<file path="src/ppmc_pkg.sv">
/*
 * Constants and carrier types for the power-management capability block.
 * Assumes configuration cycles reach it as dword accesses with byte enables.
 */
package ppmc_pkg;

    localparam logic [7:0]  CAP_DWORD_ADDR   = 8'h44;
    localparam logic [7:0]  CAP_WORD_OFFSET  = 8'h46;
    localparam logic [7:0]  CTRL_WORD_OFFSET = 8'h48;

    localparam logic [15:0] CAP_RESET_ON     = 16'h4000;
    localparam logic [15:0] CTRL_RESET_ON    = 16'h8000;
    localparam logic [15:0] WORD_RESET_OFF   = 16'h0000;

    localparam int          WAKE_SUPPORT_MSB = 15;
    localparam int          WAKE_SUPPORT_LSB = 11;
    localparam logic [4:0]  WAKE_SUPPORT_VAL = 5'h08;
    localparam int          WAKE_FLAG_BIT    = 15;
    localparam int          WAKE_ENABLE_BIT  = 8;
    localparam int          STATE_MSB        = 1;
    localparam int          STATE_LSB        = 0;

    typedef enum logic [1:0] {
        PS_D0    = 2'b00,
        PS_D1    = 2'b01,
        PS_D2    = 2'b10,
        PS_D3HOT = 2'b11
    } ppmc_state_t;

    typedef struct packed {
        logic        rd;
        logic        wr;
        logic [7:0]  addr;
        logic [3:0]  byteEn;
        logic [31:0] data;
    } ppmc_cfg_req_t;

    typedef struct packed {
        logic        ack;
        logic [31:0] data;
    } ppmc_cfg_rsp_t;

endpackage

</file>
<file path="src/ppmc_power_mgmt.sv">
/*
 * Power-management capability words and wake signal control.
 * Assumes configuration requests arrive on sys_clk from bus logic, and that
 * the capabilities-enable level and the wake event come from same-clock logic.
 */
`timescale 1ns/1ps

// Functional notes
// - The wake support field reads 01000, only bit 14 set, wake from D3hot.
// - The wake signal is never asserted outside the D3hot state.
// - Capability bits 10 and 9 read zero, no intermediate states.
// - Capability bit 8 reads zero, no dynamic power data.
// - Capability bit 5 reads zero, no special driver initialization.
// - Capability bit 4 reads zero, no wake from D3cold.
// - Capability bit 3 reads zero, no bus clock needed for wake.
// - Capability version bits 2 to 0 read zero.
// - Capabilities word is 4000h only with capabilities enabled, else zero.
// - The wake flag is set whenever the wake signal is asserted.
// - Writing one clears the flag and drops wake unless a wake is raised in the same cycle; writing zero does nothing.
// - The wake enable bit is read/write, resets to zero, gates the wake.
// - Control bits 14 to 9 and bit 4 always read zero.
// - The power-state field is read/write, 00 D0 through 11 D3hot.
// - A write of 01 or 10 to the power-state field selects D0.
// - Control word resets to 8000h when enabled, else to zero.
module ppmc_power_mgmt
    import ppmc_pkg::*;
(
    input  wire logic          sys_clk,
    input  wire logic          rst_n,
    input  wire logic          clkEn,
    input  wire logic          capEnable,
    input  wire logic          wakeEvent,
    input  wire ppmc_cfg_req_t cfgReq,
    output ppmc_cfg_rsp_t      cfgRsp,
    output logic               wakeOut,
    output logic               wakeOe_n
);

    logic        wakeFlag_r;
    logic        wakeFlag_nxt;
    logic        wakeEn_r;
    logic        wakeEn_nxt;
    ppmc_state_t powerState_r;
    ppmc_state_t powerState_nxt;
    logic        wakeDrive_r;
    logic        wakeDrive_nxt;
    logic        rspAck_r;
    logic [31:0] rspData_r;

    // Address decode
    wire         hitCap    = cfgReq.addr == CAP_DWORD_ADDR;
    wire         hitCtrl   = cfgReq.addr == CTRL_WORD_OFFSET;
    wire         ctrlWr    = cfgReq.wr && hitCtrl && capEnable;
    wire         wrLowByte = ctrlWr && cfgReq.byteEn[0];
    wire         wrHiByte  = ctrlWr && cfgReq.byteEn[1];
    wire [15:0]  wrWord    = cfgReq.data[15:0];

    // Capability word, constant apart from the enable
    wire [15:0]  capWord   = capEnable ? CAP_RESET_ON
                                       : WORD_RESET_OFF;

    // Control word view, unused bits fixed at zero
    wire [15:0]  ctrlWord  = capEnable ? {wakeFlag_r, 6'h00, wakeEn_r,
                                          3'h0, 1'b0, 2'h0,
                                          powerState_r}
                                       : WORD_RESET_OFF;

    // Wake raised only from D3hot with the enable set
    wire         wakeCause = wakeEvent && wakeEn_nxt && capEnable
                           && powerState_nxt == PS_D3HOT;
    wire         flagClear = wrHiByte && wrWord[WAKE_FLAG_BIT];

    // Power-state write, intermediate states fold to D0
    wire [1:0]   stateWr   = wrWord[STATE_MSB:STATE_LSB];
    wire         stateMid  = stateWr == PS_D1 || stateWr == PS_D2;
    wire [1:0]   stateReq  = stateMid ? PS_D0 : stateWr;

    assign wakeFlag_nxt  = wakeCause ? 1'b1
                         : flagClear ? 1'b0 : wakeFlag_r;
    assign wakeEn_nxt    = wrHiByte ? wrWord[WAKE_ENABLE_BIT]
                                    : wakeEn_r;
    assign powerState_nxt = wrLowByte ? ppmc_state_t'(stateReq)
                                      : powerState_r;
    assign wakeDrive_nxt = wakeCause ? 1'b1
                         : (flagClear || !capEnable || !wakeEn_nxt
                            || powerState_nxt != PS_D3HOT)
                           ? 1'b0 : wakeDrive_r;

    wire [31:0]  rdMux = hitCap  ? {capWord, 16'h0000}
                       : hitCtrl ? {16'h0000, ctrlWord}
                       : 32'h0000_0000;

    always_ff @(posedge sys_clk) begin
        if (!rst_n) begin
            wakeFlag_r   <= capEnable;
            wakeEn_r     <= 1'b0;
            powerState_r <= PS_D0;
            wakeDrive_r  <= 1'b0;
        end else if (clkEn) begin
            wakeFlag_r   <= wakeFlag_nxt;
            wakeEn_r     <= wakeEn_nxt;
            powerState_r <= powerState_nxt;
            wakeDrive_r  <= wakeDrive_nxt;
        end
    end

    // Registered read answer, one cycle after the request
    always_ff @(posedge sys_clk) begin
        if (!rst_n) begin
            rspAck_r  <= 1'b0;
            rspData_r <= 32'h0000_0000;
        end else if (clkEn) begin
            rspAck_r  <= cfgReq.rd || cfgReq.wr;
            rspData_r <= cfgReq.rd ? rdMux : rspData_r;
        end
    end

    assign cfgRsp.ack  = rspAck_r && clkEn;
    assign cfgRsp.data = rspData_r;

    // Open-drain wake pin, pulled low while asserted
    assign wakeOut  = 1'b0;
    assign wakeOe_n = !wakeDrive_r;

    // Checks
    logic        lastCapRd_r;
    logic        lastCtrlRd_r;
    logic        lastCapEn_r;
    logic        lastOtherRd_r;
    always_ff @(posedge sys_clk) begin
        if (!rst_n) begin
            lastCapRd_r   <= 1'b0;
            lastCtrlRd_r  <= 1'b0;
            lastCapEn_r   <= 1'b0;
            lastOtherRd_r <= 1'b0;
        end else if (clkEn) begin
            lastCapRd_r   <= cfgReq.rd && hitCap;
            lastCtrlRd_r  <= cfgReq.rd && hitCtrl;
            lastCapEn_r   <= capEnable;
            lastOtherRd_r <= cfgReq.rd && !hitCap && !hitCtrl;
        end
    end

    chk_wake_only_d3: assert property (
        @(posedge sys_clk) disable iff (!rst_n)
        !wakeOe_n |-> powerState_r == PS_D3HOT)
        else $error("wake driven outside D3hot");

    chk_wake_needs_en: assert property (
        @(posedge sys_clk) disable iff (!rst_n)
        !wakeOe_n |-> wakeEn_r && wakeFlag_r)
        else $error("wake driven without enable or flag");

    chk_wake_sets_flag: assert property (
        @(posedge sys_clk) disable iff (!rst_n)
        clkEn && wakeCause |=> wakeFlag_r && !wakeOe_n)
        else $error("wake cause did not set flag and pin");

    chk_clear_drops_wake: assert property (
        @(posedge sys_clk) disable iff (!rst_n)
        clkEn && flagClear && !wakeCause |=> !wakeFlag_r && wakeOe_n)
        else $error("write one did not clear flag and pin");

    chk_zero_keeps_flag: assert property (
        @(posedge sys_clk) disable iff (!rst_n)
        clkEn && wrHiByte && !wrWord[WAKE_FLAG_BIT] && wakeFlag_r
        |=> wakeFlag_r)
        else $error("write zero changed flag");

    chk_mid_state_d0: assert property (
        @(posedge sys_clk) disable iff (!rst_n)
        clkEn && wrLowByte && stateMid |=> powerState_r == PS_D0)
        else $error("intermediate state not folded to D0");

    chk_state_write: assert property (
        @(posedge sys_clk) disable iff (!rst_n)
        clkEn && wrLowByte && stateWr == PS_D3HOT
        |=> powerState_r == PS_D3HOT)
        else $error("D3hot write not taken");

    chk_cap_read_val: assert property (
        @(posedge sys_clk) disable iff (!rst_n)
        lastCapRd_r && cfgRsp.ack
        |-> cfgRsp.data[31:16] == (lastCapEn_r ? 16'h4000 : 16'h0000))
        else $error("capabilities word read wrong");

    chk_ctrl_zero_bits: assert property (
        @(posedge sys_clk) disable iff (!rst_n)
        lastCtrlRd_r && cfgRsp.ack
        |-> cfgRsp.data[14:9] == 6'h00 && cfgRsp.data[7:2] == 6'h00
            && cfgRsp.data[31:16] == 16'h0000)
        else $error("control word fixed bits not zero");

    chk_reset_value: assert property (
        @(posedge sys_clk)
        !rst_n ##1 rst_n |-> ctrlWord ==
            ($past(capEnable) ? 16'h8000 : 16'h0000) && wakeOe_n)
        else $error("control word reset value wrong");

    chk_reset_state: assert property (
        @(posedge sys_clk)
        !rst_n ##1 rst_n
        |-> !wakeEn_r && powerState_r == PS_D0)
        else $error("enable or state reset value wrong");

    chk_ack_follows_req: assert property (
        @(posedge sys_clk) disable iff (!rst_n)
        clkEn && (cfgReq.rd || cfgReq.wr)
        |=> cfgRsp.ack || !clkEn)
        else $error("request not acknowledged");

    chk_ack_one_cycle: assert property (
        @(posedge sys_clk) disable iff (!rst_n)
        clkEn && !cfgReq.rd && !cfgReq.wr
        |=> !cfgRsp.ack)
        else $error("acknowledge without request");

    chk_data_held: assert property (
        @(posedge sys_clk) disable iff (!rst_n)
        clkEn && !cfgReq.rd
        |=> $stable(cfgRsp.data))
        else $error("read data changed without read");

    chk_freeze_state: assert property (
        @(posedge sys_clk) disable iff (!rst_n)
        !clkEn
        |=> $stable(wakeFlag_r) && $stable(wakeEn_r)
            && $stable(powerState_r) && $stable(wakeOe_n))
        else $error("state moved while clock enable low");

    chk_cap_off_write: assert property (
        @(posedge sys_clk) disable iff (!rst_n)
        clkEn && cfgReq.wr && !capEnable
        |=> $stable(wakeEn_r) && $stable(powerState_r) && $stable(wakeFlag_r))
        else $error("write taken while capabilities disabled");

    chk_cap_word_ro: assert property (
        @(posedge sys_clk) disable iff (!rst_n)
        clkEn && cfgReq.wr && hitCap
        |=> $stable(wakeEn_r) && $stable(powerState_r))
        else $error("capabilities word write changed state");

    chk_enable_write: assert property (
        @(posedge sys_clk) disable iff (!rst_n)
        clkEn && wrHiByte
        |=> wakeEn_r == $past(wrWord[WAKE_ENABLE_BIT]))
        else $error("wake enable write not taken");

    chk_enable_hold: assert property (
        @(posedge sys_clk) disable iff (!rst_n)
        clkEn && !wrHiByte
        |=> $stable(wakeEn_r))
        else $error("wake enable changed without write");

    chk_state_hold: assert property (
        @(posedge sys_clk) disable iff (!rst_n)
        clkEn && !wrLowByte
        |=> $stable(powerState_r))
        else $error("power state changed without write");

    chk_state_d0_write: assert property (
        @(posedge sys_clk) disable iff (!rst_n)
        clkEn && wrLowByte && stateWr == PS_D0
        |=> powerState_r == PS_D0)
        else $error("D0 write not taken");

    chk_flag_needs_cause: assert property (
        @(posedge sys_clk) disable iff (!rst_n)
        clkEn && !wakeCause && !wakeFlag_r
        |=> !wakeFlag_r)
        else $error("wake flag set without wake");

    chk_set_beats_clear: assert property (
        @(posedge sys_clk) disable iff (!rst_n)
        clkEn && wakeCause && flagClear
        |=> wakeFlag_r && !wakeOe_n)
        else $error("clear beat a same-cycle wake");

    chk_pin_needs_cause: assert property (
        @(posedge sys_clk) disable iff (!rst_n)
        $fell(wakeOe_n)
        |-> $past(wakeCause && clkEn))
        else $error("wake pin driven without cause");

    chk_state_leave_drop: assert property (
        @(posedge sys_clk) disable iff (!rst_n)
        clkEn && wrLowByte && stateReq != PS_D3HOT
        |=> wakeOe_n)
        else $error("wake kept after leaving D3hot");

    chk_enable_off_drop: assert property (
        @(posedge sys_clk) disable iff (!rst_n)
        clkEn && wrHiByte && !wrWord[WAKE_ENABLE_BIT]
        |=> wakeOe_n)
        else $error("wake kept after enable cleared");

    chk_cap_read_low: assert property (
        @(posedge sys_clk) disable iff (!rst_n)
        lastCapRd_r && cfgRsp.ack
        |-> cfgRsp.data[15:0] == 16'h0000)
        else $error("capabilities dword low half not zero");

    chk_unmapped_read: assert property (
        @(posedge sys_clk) disable iff (!rst_n)
        lastOtherRd_r && cfgRsp.ack
        |-> cfgRsp.data == 32'h0000_0000)
        else $error("unmapped read not zero");

endmodule // ppmc_power_mgmt

</file>
<file path="config.mk">
export PLATFORM = sky130hd
export DESIGN_NAME = ppmc_power_mgmt
export DESIGN_NICKNAME = d
export VERILOG_FILES = /design/src/ppmc_pkg.sv /design/src/ppmc_power_mgmt.sv
export SDC_FILE = /design/constraint.sdc
export NUM_CORES = 1
export LEC_CHECK = 0
export ABC_CLOCK_PERIOD_IN_PS = 5400
export BUFFER_PORTS_ARGS = -buffer_cell sky130_fd_sc_hd__buf_2
export CAP_MARGIN = 40
export CORE_MARGIN = 1
export CORE_UTILIZATION = 36
export CTS_CLUSTER_DIAMETER = 50
export DETAILED_ROUTE_END_ITERATION = 16
export PLACE_DENSITY_LB_ADDON = 0.08
export SLEW_MARGIN = 20
export SYNTH_ARGS = -nofsm -noshare
export SYNTH_HDL_FRONTEND = slang
export SYNTH_SLANG_ARGS = --single-unit
export TNS_END_PERCENT = 5
</file>
<file path="constraint.sdc">
create_clock -name sys_clk -period 5.4 [get_ports sys_clk]
set_input_delay 1.08 -clock sys_clk [delete_from_list [all_inputs] [get_ports sys_clk]]
set_output_delay 1.08 -clock sys_clk [all_outputs]
set_load 0.005 [all_outputs]
</file>
; ---- Word-level counts from Yosys, hierarchy flattened
; Cells that the tools add are included.
[classes]
n_eq_ne = 8
reduce_logical = 21
mux = 13
[ops]
columns = operator, n
row1 = two-way mux 16 bit, 2
row2 = two-way mux 31 bit, 1
row3 = == test 8 x 7 -> 1 bit (second input constant), 2
row4 = two-way mux 15 bit, 1
row5 = logical AND 1 bit, 9
row6 = two-way mux 1 bit, 7
row7 = AND reduction 2 bit, 3
row8 = logical OR 1 bit, 5
row9 = == test 2 bit (second input constant), 2
row10 = two-way mux 2 bit, 2
row11 = logical NOT 1 bit, 3
row12 = != test 3 x 1 -> 1 bit (second input constant), 1
row13 = == test 2 x 1 -> 1 bit (second input constant), 1
row14 = != test 2 x 1 -> 1 bit (second input constant), 1
row15 = != test 2 bit (second input constant), 1
row16 = nonzero test 2 bit, 1
[word_totals]
ff_bits = 38
input_bits = 51
out_inout_bits = 35

; ---- Logic depth before layout (Yosys ltp)
[depth]
depth_word = 11
depth_mapped = 5
mapped_depth_nobuf = 5

; ---- Worst setup path before layout
; No wires, ideal clock.
[synth_path]
path_type = input-to-reg
from = in cfgReq[41] (netlist bit)
to = reg wakeFlag_r (enable)
path_slack_ns = 2.652
path_buffers = 0
arrival_time_ns = 2.437
t_required_ns = 5.089
path_stages = 5
cell_sequence = or4b_4 nor4_4 and4_1 o22ai_1 o211ai_1
[synth_between]
elab_chain_len = 10
word_cells_on_any_way = 14
[synth_rtl]
columns = item, line_no
row1 = "start, declared", ppmc_power_mgmt.sv:33  ; input wire ppmc_cfg_req_t cfgReq,
row2 = == test 8 x 7 -> 1 bit *, ppmc_power_mgmt.sv:52  ; wire hitCtrl = cfgReq.addr == CTRL_WORD_OFFSET;
row3 = logical AND 1 bit * (2 in series), ppmc_power_mgmt.sv:53  ; wire ctrlWr = cfgReq.wr && hitCtrl && capEnable;
row4 = logical AND 1 bit, ppmc_power_mgmt.sv:55  ; wire wrHiByte = ctrlWr && cfgReq.byteEn[1];
row5 = two-way mux 1 bit, ppmc_power_mgmt.sv:80  ; assign wakeEn_nxt = wrHiByte ? wrWord[WAKE_ENABLE_BIT]
row6 = logical AND 1 bit (2 in series), ppmc_power_mgmt.sv:69  ; wire wakeCause = wakeEvent && wakeEn_nxt && capEnable
row7 = logical AND 1 bit, ppmc_power_mgmt.sv:70  ; && powerState_nxt == PS_D3HOT;
row8 = != test 3 x 1 -> 1 bit (no line) *, n/a
row9 = AND reduction 2 bit (no line) *, n/a
row10 = "end signal, assigned", ppmc_power_mgmt.sv:95  ; wakeFlag_r <= capEnable;
row11 = "end signal, assigned", ppmc_power_mgmt.sv:100  ; wakeFlag_r <= wakeFlag_nxt;
row12 = "end, declared", ppmc_power_mgmt.sv:39  ; logic wakeFlag_r;
; Every way passes the cells marked *; elsewhere a longest branch is shown, timed or not.
; A chain may end at the register's enable or synchronous reset.

; ---- Final worst setup path
; Same ends and word-level chain as after synthesis.

==> metrics.yaml <==
outcome: "completed"
synth_seq_cells: 11
final-hold-violation-count: 0
synthXorXnorAreaFrac_pct: 0
dp.cells: 141
initial_core_utilization_pct: 39.3
die-width_um: 48.8
critPathCaptureType: "register"
max-clock-path-buffers: 2
yosys_warnings: 0
cts_hold_buffers: 0
synth_seq_area_share_pct: 29.3
area.growth.synth_to_final_pct: 9.86
multiInputGateArea_um2: 424
fp.dieH_um: 48.8
synth_largest_area_cell: "sky130_fd_sc_hd__buf_4"
min_path_type: "reg2reg"
clock_tree.htree_level_count: 1
final.fill_count: 219
post_synth_instance_area_um2: 787
dp.final_hpwl_um: 1090
post_cts_resized: 0
slew_violations: 0
final_core_util_pct: 43.2
maxCapViolCount: 0
synth_compound_area_share_pct: 14.0
buffer_ports.inserted: 27
cts_setup_buffers: 0
setup_violations_final: 0
sequential_cell_area_um2: 230
layout_commonest_cell: "sky130_fd_sc_hd__conb_1"
area_share_of_the_largest_cell_type_after_synthesis_pct: 26.7
globalRouteOverflowTotal: 0
worst_hold_slack_ps: 503
dpl_ws_ps: 2410
setup_tns_ps: 0
route.detailed.drc: 0
path_clk_slew_ps: 70
worst_ep_required_time_ps: 5380
most-common-layout-cells: "sky130_fd_sc_hd__conb_1, sky130_fd_sc_hd__buf_2, sky130_fd_sc_hd__dfxtp_1"
netlist_instances: 90
rsz_0062_raised_after_global_routing: "no"
startpoint_type: "primary input"
route.detailed.vias_per_inst: 4.12
fin_cells: 145
synth_simple_gate_area_share_pct: 25.3
clock_sink_count: 11
leakagePower_nw: 0.413
gpl.final_weighted_congestion: 0.685
num_vias: 598
finalWirelength_um: 1310
grt_pass1_wl_um: 2210
final.min_clock_period_ps: 2690
tritoncts_clock_tree: "done"
p_total_uw: 163
dieArea_um2: 2380
via_count_of_the_first_global_routing_pass: 510
synth_cell_types: 30
ir_worst_vdd_mv: 0.145
grt_usage_pct: 12.2
netlist_top_cells_area: "sky130_fd_sc_hd__buf_4, sky130_fd_sc_hd__dfxtp_1, sky130_fd_sc_hd__nor4_4"
initial_antenna_violation_count: 0
worst-endpoint-arrival_ps: 2670
crit_fanout: 7
drive_above_1_share_pct: 29.7
route.antenna.remaining_nets: 0
fin_area_um2: 865
grt_start_max_net_pins: 13
firstDrtPassIters: 4
synth.area.mux_share_pct: 1.27
postPlaceCellArea_um2: 838
numCtsBuffers: 3
insertion_delay_ps: 270
yosys.area_share.adder_pct: 0
final.setup_skew_ps: 7.37
synth_top_family_by_area: "buffers and inverters"
drt_iter0_drc: 10
final.period_utilization_pct: 49.8
root_buffer: "sky130_fd_sc_hd__clkbuf_4"
setup_ws_ps: 2710
core_area_um2: 2000
drt-wirelength-per-cell_um: 9.05
placementRows: 16
io_pins: 86
fmaxAchievable_mhz: 372
post_synth.cell_area_avg_um2: 8.74
final_net_count: 170
antenna-diode-count: 0
power_density_over_the_cells_nw_per_um2: 189
timing_worst_setup_path_type: "in2reg"
cell type report:
cell class,instances,area share (%)
repair buffers,27,15.6
multi-input cells,72,49.1
inverters,4,1.74
flip-flops and latches,11,26.6
well taps,27,3.91
clock buffers,4,3.04
routing by layer:
metal,share of wire (%),vias to the layer above,routed length [µm],global-route usage (%)
li1,-,315,-,-
met1,48,253,625,14.7
met2,44,28,582,19.0
met3,7.0,2,92,5.66
met4,0.84,0,11,4.41
met5,0,-,0,0
power breakdown:
part           total [mW]  switching, mW  internal [mW]
Clock              0.0563         0.0277         0.0286
Combinational      0.0230         0.0141        0.00887
Sequential         0.0842       0.000467         0.0837
Total               0.163         0.0423          0.121
worst paths after layout:
path | from | endpoint | slack, ps | depth (start not counted)
worst min-delay path | rspAck_r$_SDFFE_PN0P_ | rspAck_r$_SDFFE_PN0P_ | 500 | 2
worst min register to register | rspAck_r$_SDFFE_PN0P_ | rspAck_r$_SDFFE_PN0P_ | 500 | 2
worst max-delay path | cfgReq[41] | wakeFlag_r$_DFFE_PP_ | 2710 | 6
worst max register to register | wakeEn_r$_SDFFE_PN0P_ | wakeFlag_r$_DFFE_PP_ | 4190 | 3
cells in the mapped netlist:
cell,number
sky130_fd_sc_hd__nand4_1,1
sky130_fd_sc_hd__buf_2,1
sky130_fd_sc_hd__o21a_1,2
sky130_fd_sc_hd__conb_1,1
sky130_fd_sc_hd__nand2_1,2
sky130_fd_sc_hd__nor4b_1,1
sky130_fd_sc_hd__dfxtp_1,10
sky130_fd_sc_hd__nor2_1,2
sky130_fd_sc_hd__nand3_1,3
sky130_fd_sc_hd__o21ai_1,1
sky130_fd_sc_hd__nor4_4,2
sky130_fd_sc_hd__and2_1,3
sky130_fd_sc_hd__and3_1,1
sky130_fd_sc_hd__or4b_4,1
sky130_fd_sc_hd__and4_1,1
sky130_fd_sc_hd__nand2_2,1
sky130_fd_sc_hd__clkbuf_1,1
sky130_fd_sc_hd__nand4b_1,1
sky130_fd_sc_hd__mux2i_1,1
sky130_fd_sc_hd__a22oi_1,4
sky130_fd_sc_hd__o211ai_1,1
sky130_fd_sc_hd__edfxtp_1,1
sky130_fd_sc_hd__inv_1,4
sky130_fd_sc_hd__a21boi_0,2
sky130_fd_sc_hd__o21ai_0,1
sky130_fd_sc_hd__or4_4,1
sky130_fd_sc_hd__nor2b_1,6
sky130_fd_sc_hd__buf_4,28
sky130_fd_sc_hd__a21oi_1,4
sky130_fd_sc_hd__o22ai_1,2
critical path: stages:
cell and delay [ps]:
sky130_fd_sc_hd__buf_2 90, sky130_fd_sc_hd__or4b_4 550, sky130_fd_sc_hd__nor4_4 370, sky130_fd_sc_hd__and4_1 250
sky130_fd_sc_hd__o22ai_1 110, sky130_fd_sc_hd__o211ai_1 210
kinds of logic after synthesis:
group | Yosys count
buf+inv | 34
simple gates | 26
compound gates | 17
flops | 11
mux | 1
other cells | 1
flip-flops by register name (all words and copies together) (netlist names):
register,cells
wakeFlag_r,1
rspData_r,5
wakeDrive_r,1
powerState_r,2
wakeEn_r,1
rspAck_r,1
Power figures use the tool's default switching activity.
